## config.mk

```make
export PLATFORM = sky130hd
export DESIGN_NAME = eps_top
export DESIGN_NICKNAME = d
export VERILOG_FILES = /design/src/eps_sync_in.v /design/src/eps_ecc_enc.v /design/src/eps_top.v
export VERILOG_INCLUDE_DIRS = /design/src /design/src/include
export SDC_FILE = /design/constraint.sdc
export NUM_CORES = 1
export LEC_CHECK = 0
export BUFFER_PORTS_ARGS = -buffer_cell sky130_fd_sc_hd__buf_2
export CAP_MARGIN = 20
export CORE_MARGIN = 3
export CORE_UTILIZATION = 38
export DETAILED_ROUTE_END_ITERATION = 8
export PLACE_DENSITY = 0.58
export SYNTH_ARGS = -nofsm -noshare
export SYNTH_HDL_FRONTEND = slang
export SYNTH_HIERARCHICAL = 1
export SYNTH_SLANG_ARGS = --single-unit
```

## constraint.sdc

```tcl
create_clock -name hclk -period 4.4 [get_ports hclk]
set_clock_uncertainty 0.2 [all_clocks]
set_input_delay 0.22 -clock hclk [delete_from_list [all_inputs] [get_ports hclk]]
set_output_delay 0.22 -clock hclk [all_outputs]
set_load 0.02 [all_outputs]
```

## src/include/eps_map.vh

```
// register map, field positions, reset values and timing counts of the packet framer
`ifndef EPS_MAP_VH
`define EPS_MAP_VH

// register byte offsets (low 12 address bits decoded)
`define EPS_OFF_CTRL 12'h000
`define EPS_OFF_HDR 12'h004
`define EPS_OFF_TRAIN_LO 12'h008
`define EPS_OFF_TRAIN_HI 12'h00C
`define EPS_OFF_STATUS 12'h010

// control register fields
`define EPS_CTRL_LSB_FIRST 0
`define EPS_CTRL_PD_STANDBY 1
`define EPS_CTRL_OUT_DIS 2
`define EPS_CTRL_MODE_GLOBAL 3
`define EPS_CTRL_W 4

// status register fields
`define EPS_ST_MODE_LSB 0
`define EPS_ST_SYNCED_LSB 4
`define EPS_ST_STANDBY 8
`define EPS_ST_PDOWN 9

// reset values
`define EPS_CTRL_RST 4'h0
`define EPS_HDR_RST 8'h00
`define EPS_TRAIN_LO_RST 32'hF0F0_F0F0
`define EPS_TRAIN_HI_RST 32'hF0F0_F0F0

// packet geometry and timing
`define EPS_PKT_BITS 64
`define EPS_SAMPLE_W 12
`define EPS_HDR_W 8
`define EPS_BITS_PER_ENC 16
`define EPS_NLANES 4

// pseudorandom filler, 9-bit sequence
`define EPS_PRBS_SEED 9'h0DF

`endif

```

## src/eps_sync_in.v

```verilog
// three-stage synchroniser for pin inputs; a change counts once stages two and three agree
`timescale 1ns/1ps
module eps_sync_in #(
  parameter WIDTH = 1
) (
  // clock and reset
  input wire hclk,
  input wire hresetn,
  // raw pins and settled levels
  input wire [WIDTH-1:0] pin_in,
  output reg [WIDTH-1:0] pin_out
);

  reg [WIDTH-1:0] s1_r;
  reg [WIDTH-1:0] s2_r;
  reg [WIDTH-1:0] s3_r;

  always @(posedge hclk or negedge hresetn) begin
    if (!hresetn) begin
      s1_r <= {WIDTH{1'b0}};
      s2_r <= {WIDTH{1'b0}};
      s3_r <= {WIDTH{1'b0}};
      pin_out <= {WIDTH{1'b0}};
    end else begin
      s1_r <= pin_in;
      s2_r <= s1_r;
      s3_r <= s2_r;
      // bits where the last two stages disagree keep their old value
      pin_out <= (~(s2_r ^ s3_r) & s3_r) | ((s2_r ^ s3_r) & pin_out);
    end
  end

endmodule

```

## src/eps_ecc_enc.v

```verilog
// hamming encoder: builds one 64-bit packet from header and four samples
`timescale 1ns/1ps
`include "eps_map.vh"
module eps_ecc_enc (
  // packet content
  input wire [7:0] hdr,
  input wire [11:0] sample_1,
  input wire [11:0] sample_2,
  input wire [11:0] sample_3,
  input wire [11:0] sample_4,
  // encoded packet, bit 63 is the header msb
  output wire [63:0] pkt
);

  // template bit b sits at position n = b + 1; check bit k covers n with bit k-1 set
  function check_bit;
    input [63:0] t;
    input integer k;
    integer b;
    reg acc;
    begin
      acc = 1'b0;
      for (b = 0; b < `EPS_PKT_BITS; b = b + 1) begin
        if ((((b + 1) >> (k - 1)) & 1) == 1)
          acc = acc ^ t[b];
      end
      check_bit = acc;
    end
  endfunction

  // interleaved template with every check slot zero
  wire [63:0] tmpl;
  assign tmpl = {1'b0, hdr, sample_1, sample_2[11:1], 1'b0, sample_2[0], sample_3,
                 sample_4[11:10], 1'b0, sample_4[9:3], 1'b0, sample_4[2:0], 1'b0,
                 1'b0, 1'b0, 1'b0};

  wire check_bit_1;
  wire check_bit_2;
  wire check_bit_3;
  wire check_bit_4;
  wire check_bit_5;
  wire check_bit_6;
  wire packet_parity_bit;
  wire ecc_msb_zero;
  wire [7:0] ecc;

  assign check_bit_1 = check_bit(tmpl, 1);
  assign check_bit_2 = check_bit(tmpl, 2);
  assign check_bit_3 = check_bit(tmpl, 3);
  assign check_bit_4 = check_bit(tmpl, 4);
  assign check_bit_5 = check_bit(tmpl, 5);
  assign check_bit_6 = check_bit(tmpl, 6);
  // even parity taken last, over everything including the six check bits
  assign packet_parity_bit = ^{hdr, sample_1, sample_2, sample_3, sample_4, check_bit_6,
                               check_bit_5, check_bit_4, check_bit_3, check_bit_2,
                               check_bit_1};
  assign ecc_msb_zero = 1'b0;
  assign ecc = {ecc_msb_zero, packet_parity_bit, check_bit_6, check_bit_5, check_bit_4,
                check_bit_3, check_bit_2, check_bit_1};
  // check bits pulled out of their slots and grouped at the tail
  assign pkt = {hdr, sample_1, sample_2, sample_3, sample_4, ecc};

endmodule

```

## src/eps_top.v

```verilog
// serial packet framer: ahb-lite registers, per-lane ecc packets, sync training, power pins
//
// Notes on behaviour
// - 64-bit packets, lane rate sixteen encode clocks
// - ecc bits grouped after header and data
// - msb first by default, lsb first option
// - ecc msb always driven zero
// - packet parity last, even, over all
// - interleaved template order fixes check coverage
// - check bit one xor coverage set
// - check bit two xor coverage set
// - check bit three xor coverage set
// - check bit four xor coverage set
// - check bit five xor coverage set
// - check bit six xor coverage set
// - reset restores registers and reinitialises datapath
// - power-down pin high turns drivers off
// - standby remap sends pseudorandom until disabled
// - power-down release resumes, settings kept
// - mode pins default per-lane sync, pin3 lane0
// - sync low sends training word
// - training word from pattern registers
// - sync high starts samples at next boundary
// - global mode: pin0 standby, rest global sync
`timescale 1ns/1ps
`include "eps_map.vh"
module eps_top #(
  parameter NLANES = `EPS_NLANES
) (
  // clock and reset
  input wire hclk,
  input wire hresetn,
  // ahb-lite slave
  input wire hsel,
  input wire [31:0] haddr,
  input wire [1:0] htrans,
  input wire hwrite,
  input wire [2:0] hsize,
  input wire [31:0] hwdata,
  input wire hready,
  output reg [31:0] hrdata,
  output wire hreadyout,
  output wire hresp,
  // converter samples, one per lane per encode tick
  input wire [NLANES*12-1:0] sample_in,
  output wire enc_tick,
  // device pins
  input wire power_down_pin,
  input wire [NLANES-1:0] mode_pin,
  // serial lanes
  output reg [NLANES-1:0] lane_data,
  output reg [NLANES-1:0] lane_oe
);

  localparam [5:0] LAST_BIT = 6'd63;
  localparam [3:0] LAST_SUB = 4'hF;

  // ---------------- bus slave ----------------
  reg [`EPS_CTRL_W-1:0] ctrl_r;
  reg [7:0] hdr_r;
  reg [31:0] train_lo_r;
  reg [31:0] train_hi_r;
  reg wr_pend_r;
  reg rd_pend_r;
  reg [11:0] addr_r;
  wire [31:0] status_w;

  wire acc_ok;
  assign acc_ok = hsel & htrans[1] & hready & (hsize == 3'b010);

  // reads take one wait so that hrdata leaves a flip-flop
  assign hreadyout = ~rd_pend_r;
  assign hresp = 1'b0;

  function [31:0] rd_value;
    input [11:0] a;
    input [`EPS_CTRL_W-1:0] c;
    input [7:0] h;
    input [31:0] tl;
    input [31:0] th;
    input [31:0] st;
    begin
      case (a)
        `EPS_OFF_CTRL: rd_value = {{(32-`EPS_CTRL_W){1'b0}}, c};
        `EPS_OFF_HDR: rd_value = {24'h00_0000, h};
        `EPS_OFF_TRAIN_LO: rd_value = tl;
        `EPS_OFF_TRAIN_HI: rd_value = th;
        `EPS_OFF_STATUS: rd_value = st;
        default: rd_value = 32'h0000_0000;
      endcase
    end
  endfunction

  always @(posedge hclk or negedge hresetn) begin
    if (!hresetn) begin
      wr_pend_r <= 1'b0;
      rd_pend_r <= 1'b0;
      addr_r <= 12'h000;
      hrdata <= 32'h0000_0000;
    end else begin
      if (rd_pend_r) begin
        hrdata <= rd_value(addr_r, ctrl_r, hdr_r, train_lo_r, train_hi_r, status_w);
        rd_pend_r <= 1'b0;
      end else if (acc_ok) begin
        rd_pend_r <= ~hwrite;
      end
      if (hready) begin
        wr_pend_r <= acc_ok & hwrite;
      end
      if (acc_ok) begin
        addr_r <= haddr[11:0];
      end
    end
  end

  // every register returns to its default on reset
  always @(posedge hclk or negedge hresetn) begin
    if (!hresetn) begin
      ctrl_r <= `EPS_CTRL_RST;
      hdr_r <= `EPS_HDR_RST;
      train_lo_r <= `EPS_TRAIN_LO_RST;
      train_hi_r <= `EPS_TRAIN_HI_RST;
    end else if (wr_pend_r) begin
      case (addr_r)
        `EPS_OFF_CTRL: ctrl_r <= hwdata[`EPS_CTRL_W-1:0];
        `EPS_OFF_HDR: hdr_r <= hwdata[7:0];
        `EPS_OFF_TRAIN_LO: train_lo_r <= hwdata;
        `EPS_OFF_TRAIN_HI: train_hi_r <= hwdata;
        default: ctrl_r <= ctrl_r;
      endcase
    end
  end

  wire lsb_first;
  wire pd_standby;
  wire out_dis;
  wire mode_global;
  assign lsb_first = ctrl_r[`EPS_CTRL_LSB_FIRST];
  assign pd_standby = ctrl_r[`EPS_CTRL_PD_STANDBY];
  assign out_dis = ctrl_r[`EPS_CTRL_OUT_DIS];
  assign mode_global = ctrl_r[`EPS_CTRL_MODE_GLOBAL];

  // ---------------- pins ----------------
  wire power_down_pin_s;
  wire [NLANES-1:0] mode_s;

  eps_sync_in #(
    .WIDTH(1)
  ) u_sync_pd (
    .hclk(hclk),
    .hresetn(hresetn),
    .pin_in(power_down_pin),
    .pin_out(power_down_pin_s)
  );

  // mode pins settle low after reset, so every lane starts in training
  eps_sync_in #(
    .WIDTH(NLANES)
  ) u_sync_mode (
    .hclk(hclk),
    .hresetn(hresetn),
    .pin_in(mode_pin),
    .pin_out(mode_s)
  );

  wire pd_active;
  wire standby;
  wire global_sync;
  assign pd_active = power_down_pin_s & ~pd_standby;
  // remapped pin or global-mode standby pin both put all lanes in standby
  assign standby = (power_down_pin_s & pd_standby) | (mode_global & mode_s[0]);
  assign global_sync = &mode_s[NLANES-1:1];

  // ---------------- timing ----------------
  // one bit per hclk; an encode tick every sixteen bits
  reg [5:0] bit_cnt_r;
  wire pkt_end;
  assign pkt_end = (bit_cnt_r == LAST_BIT);
  assign enc_tick = (bit_cnt_r[3:0] == LAST_SUB);

  always @(posedge hclk or negedge hresetn) begin
    if (!hresetn) begin
      bit_cnt_r <= 6'd0;
    end else begin
      bit_cnt_r <= bit_cnt_r + 6'd1;
    end
  end

  // pseudorandom filler for standby, x^9 + x^5 + 1
  reg [8:0] prbs_r;
  always @(posedge hclk or negedge hresetn) begin
    if (!hresetn) begin
      prbs_r <= `EPS_PRBS_SEED;
    end else begin
      prbs_r <= {prbs_r[7:0], prbs_r[8] ^ prbs_r[4]};
    end
  end

  // picks the bit that goes out first from a word
  function lead_bit;
    input [63:0] w;
    input lsb;
    begin
      lead_bit = lsb ? w[0] : w[`EPS_PKT_BITS-1];
    end
  endfunction

  wire [63:0] train_word;
  assign train_word = {train_hi_r, train_lo_r};

  reg [NLANES-1:0] synced_r;
  wire [NLANES-1:0] lane_bit;
  wire [NLANES-1:0] lane_sync;

  // ---------------- lanes ----------------
  genvar gi;
  generate
    for (gi = 0; gi < NLANES; gi = gi + 1) begin : g_lane
      reg [11:0] cap0_r;
      reg [11:0] cap1_r;
      reg [11:0] cap2_r;
      reg [63:0] sh_r;
      reg [63:0] sh_nxt;
      wire [63:0] pkt;
      wire [11:0] smp;

      assign smp = sample_in[gi*12 +: 12];
      // lane 0 is channel a and listens to the highest mode pin
      assign lane_sync[gi] = mode_global ? global_sync : mode_s[NLANES-1-gi];

      // the fourth sample goes straight in at the packet's last bit
      eps_ecc_enc u_enc (
        .hdr(hdr_r),
        .sample_1(cap0_r),
        .sample_2(cap1_r),
        .sample_3(cap2_r),
        .sample_4(smp),
        .pkt(pkt)
      );

      always @* begin
        sh_nxt = sh_r;
        if (pkt_end) begin
          // decided only at a packet boundary so no packet is cut
          sh_nxt = lane_sync[gi] ? pkt : train_word;
        end else if (lsb_first) begin
          sh_nxt = {1'b0, sh_r[63:1]};
        end else begin
          sh_nxt = {sh_r[62:0], 1'b0};
        end
      end

      assign lane_bit[gi] = lead_bit(sh_nxt, lsb_first);

      always @(posedge hclk or negedge hresetn) begin
        if (!hresetn) begin
          cap0_r <= 12'h000;
          cap1_r <= 12'h000;
          cap2_r <= 12'h000;
          sh_r <= 64'h0000_0000_0000_0000;
        end else begin
          if (enc_tick && bit_cnt_r[5:4] == 2'd0) begin
            cap0_r <= smp;
          end
          if (enc_tick && bit_cnt_r[5:4] == 2'd1) begin
            cap1_r <= smp;
          end
          if (enc_tick && bit_cnt_r[5:4] == 2'd2) begin
            cap2_r <= smp;
          end
          sh_r <= sh_nxt;
        end
      end
    end
  endgenerate

  // lane state follows its sync at each packet boundary; reset forces retraining
  always @(posedge hclk or negedge hresetn) begin
    if (!hresetn) begin
      synced_r <= {NLANES{1'b0}};
    end else if (pkt_end) begin
      synced_r <= lane_sync;
    end
  end

  // drivers and data; settings survive power-down untouched
  always @(posedge hclk or negedge hresetn) begin
    if (!hresetn) begin
      lane_data <= {NLANES{1'b0}};
      lane_oe <= {NLANES{1'b0}};
    end else if (pd_active) begin
      lane_data <= {NLANES{1'b0}};
      lane_oe <= {NLANES{1'b0}};
    end else if (standby) begin
      lane_data <= {NLANES{prbs_r[8]}};
      lane_oe <= {NLANES{~out_dis}};
    end else begin
      lane_data <= lane_bit;
      lane_oe <= {NLANES{~out_dis}};
    end
  end

  assign status_w = {22'h00_0000, pd_active, standby, synced_r, mode_s};

endmodule

```

==> metrics.md <==
| Metric | Value |
|---|---|
| Ports | 170 |
| Compound-Gate Fraction of Synth Area | 0.112 |
| Initial antenna violation count | 1 |
| Worst setup margin | 0.819 ns |
| Gr usage total | 0.221 |
| LEAKAGE | 16.3 nW |
| Clock latency on the worst-skew pair | 0.63 ns |
| Reg2reg path depth | 10 |
| Crit path max fanout | 10 |
| Most frequent cells in the layout | dfrtp_1 (525), xnor2_1 (307), mux2i_1 (279), a21oi_1 (257), nor2b_1 (250) |
| Crit. End Element | flop |
| Leading register cell type out of synthesis | dfrtp_1 |
| P per Cell Area | 493 mW/mm² |
| Setup Crit Path Kind | reg -> reg |
| Yosys warns | 6 |
| Status | completed |
| Slowest CP cell | dfrtp_1 |
| Die area | 0.0900 mm² |
| Post-Synth Simple-Gate Area | 0.0611 |
| Total clock buffers created by CTS | 66 |
| Clock Tree Root | clkbuf_16 |
| Nets@finish | 2,920 |
| Power, Total | 0.0178 W |
| Rows | 107 |
| Pin count of the biggest net entering global routing | 248 |
| Adder-Cell Fraction of Synth Area | 0.00210 |
| Htree depth | 3 |
| Maximum VDD drop | 0.000324 V |
| Worst path buffer plus inverter count | 1 |
| Area grow syn2layout | 9.74% |
| Async set or reset register ratio after synthesis | 1.00 |
| TritonCTS Sinks | 566 |
| Post-synthesis mux area share | 0.169 |
| FMAX | 279 MHz |
| Share of layout cells above drive strength 1 | 0.213 |
| Critical path arrival | 3.85 ns |
| FF-to-FF setup slack | 0.82 ns |
| Post-synthesis sequential area ratio | 0.433 |
| Number of synthesized flops with an enable pin | 0 |
| Cells after Synth | 2,881 |
| R2r startpoint | hdr_r[3] |
| Via density | 5.40 |
| Residual DRC | 0 |
| Netlist cell types | 55 |
| Initial Utilization | 0.385 |
| Synth Net Count | 3,009 |
| CTS Buffer Depth | 3 |
| Die Width | 300 µm |
| CTS tree | yes |
| Tcrit/Tclk final | 0.814 |
| Setup TNS | 0 ns |
| GPL Wtd Cong | 0.878 |
| Fillers | 8,153 |
| Max transition margin | 0.292 |
| Final core occ | 0.422 |
| Final cell count without fillers | 3,990 |
| Crit-path max cell delay | 0.76 ns |
| Post_cts resized | 0 |
| Dpl cells | 3,768 |
| Drt pass-1 iters | 5 |
| Total Wirelength | 99,400 µm |
| Final setup fails | 0 |
| Worst-margin pin slew | 1.06 ns |
| RSZ-0062 raised after global routing | no |
| Synthesized area | 0.0328 mm² |
| Height of the die | 300 µm |
| Fin. Hold Viols | 0 |
| IO buf count | 147 |
| Worst-path cell chain | buf_4, xnor2_1, xnor2_1, xnor3_1, xnor2_1, xor2_1, xnor3_1, xor3_1, mux2i_1, a21oi_1 |
| Detail Placement HPWL | 65,900 µm |
| Inserted Diodes | 0 |
| First-pass GRT wire length | 149,000 µm |
| Crit start category | flop |
| Largest family of logic cells by synthesized area | multiplexers |
| Cell mode on critical path | xnor2_1 |
| Reg2reg end | g_lane[3].sh_r[6] |
| Post-route ant nets | 0 |
| Register bit total from synthesis | 566 |
| Critical path's top delay family | XOR/XNOR gates |
| Avg Cell Area, Syn | 11.4 µm² |
| GR Overflow Total | 0 |
| CP required | 4.67 ns |
| Post-placement worst setup slack | 0.822 ns |
| Pins over their slew limit | 0 |
| Vias in the first global route | 22,300 |
| Post-DR wirelength/cell | 24.9 µm |
| Synth Area in XOR/XNOR | 0.140 |
| Clk pin slew, worst setup/hold paths | 0.06 ns |
| Fin crit period | 3.58 ns |
| Placeable Area | 0.0854 mm² |
| DR vias | 21,500 |
| Max_cap viols | 0 |
| Initial DRC count | 1,582 |
| Worst Hold Class | in -> async |
| Commonest non-fill, non-tap cell in the layout | dfrtp_1 |
[how the worst max path moves through the flow]
stage	end	depth (start not counted)	from	slack, ns
3_3_place_gp	g_lane[1].sh_r[6]	10	hdr_r[3]	0.91
5_1_grt	g_lane[3].sh_r[6]	10	hdr_r[3]	0.65
6_report	g_lane[3].sh_r[6]	10	hdr_r[3]	0.82
4_1_cts	g_lane[3].sh_r[6]	10	hdr_r[3]	0.82
3_5_place_dp	g_lane[1].sh_r[6]	10	hdr_r[3]	0.82
2_1_floorplan	g_lane[2].sh_r[6]	10	g_lane[2].cap0_r[11]	1.28
[what timing repair did]
item                      CTS  global route
hold endpoints to repair  381             0
hold buffers              100             0
buffers inserted            0             0
[worst reg2reg max path, cell delays in order, from the launching register on]
cell and delay (ns):
dfrtp_1 0.76, buf_4 0.24, xnor2_1 0.11, xnor2_1 0.33, xnor3_1 0.28, xnor2_1 0.19, xor2_1 0.32, xnor3_1 0.41
xor3_1 0.36, mux2i_1 0.14, a21oi_1 0.10
[layout make-up]
type	count	area (µm²)	share of cell area
multi-input combinational	1868	16000	0.443
sequential	566	14200	0.394
timing repair buffer	283	2130	0.0591
clock buffer	95	1930	0.0536
tap	1144	1430	0.0397
clock inverter	27	338	0.00937
inverter	7	26.3	0.000729
[cell usage after synthesis, types with 2 or more instances]
master	instances	share of area
dfrtp_1	527	0.40
xnor2_1	307	0.082
mux2i_1	279	0.085
buf_4	265	0.061
a21oi_1	257	0.039
nor2b_1	250	0.048
a211oi_1	248	0.057
mux2_2	237	0.081
clkbuf_1	120	0.014
xor2_1	74	0.020
buf_2	45	0.0069
xnor3_1	44	0.030
dfstp_2	39	0.031
o2bb2ai_1	26	0.0069
nand2_1	21	0.0024
o21ai_0	17	0.0026
nor2_1	14	0.0016
buf_1	10	0.0011
nand3_1	9	0.0014
a22oi_1	8	0.0018
inv_1	6	0.00069
conb_1	5	0.00057
maj3_2	5	0.0017
nand3b_1	5	0.0011
nor3_1	5	0.00076
mux2_4	4	0.0018
xnor2_2	4	0.0020
xor3_1	4	0.0029
xor3_2	4	0.0030
a21bo_2	3	0.00091
a221o_1	3	0.00091
and3_1	3	0.00057
mux2_1	3	0.0010
nand4_1	3	0.00057
nor3b_1	3	0.00069
a31oi_1	2	0.00038
nand2b_1	2	0.00038
nor4_4	2	0.0013
o221a_2	2	0.00069
[metal layers]
metal | up-vias | GRT usage | wire length [µm]
li1 | 9767 | - | -
met1 | 11000 | 0.293 | 43400
met2 | 557 | 0.364 | 47200
met3 | 166 | 0.0260 | 4240
met4 | 0 | 0.0966 | 4550
met5 | - | 0 | 0
[metrics by stage]
stage	hold WS, ns	cell area, µm²
floorplan	-0.276	32800
global route	0.0434	36000
CTS	0.0144	36000
global placement	0.128	32800
detailed placement	0.131	32800
finish	0.0495	36000
[registers in the layout, summed over array words and instances, names as in the netlist, 6 cells and up, named ones only]
name           flops
bit_cnt_r          6
hrdata            32
prbs_r             9
g_lane.cap2_r     48
g_lane.cap0_r     48
hdr_r              8
train_hi_r        32
g_lane.cap1_r     48
addr_r            12
train_lo_r        32
g_lane.sh_r      256
[cells by family (layout without fill, tap and decap cells)]
logic type      count (synthesis)  in the layout
compound gates                572            572
xor+xnor                      437            437
fa+ha+maj                       6              6
buf+inv                       447            412
flops                         566            566
mux                           523            523
other cells                     5              5
simple gates                  325            325
[power breakdown]
group | leakage, nW | switching [W] | internal, W
logic | 7.91 | 0.00257 | 0.00316
registers | 7.29 | 0.000547 | 0.00578
clock network | 1.11 | 0.00236 | 0.00334
(Power assumes the default switching activity.)
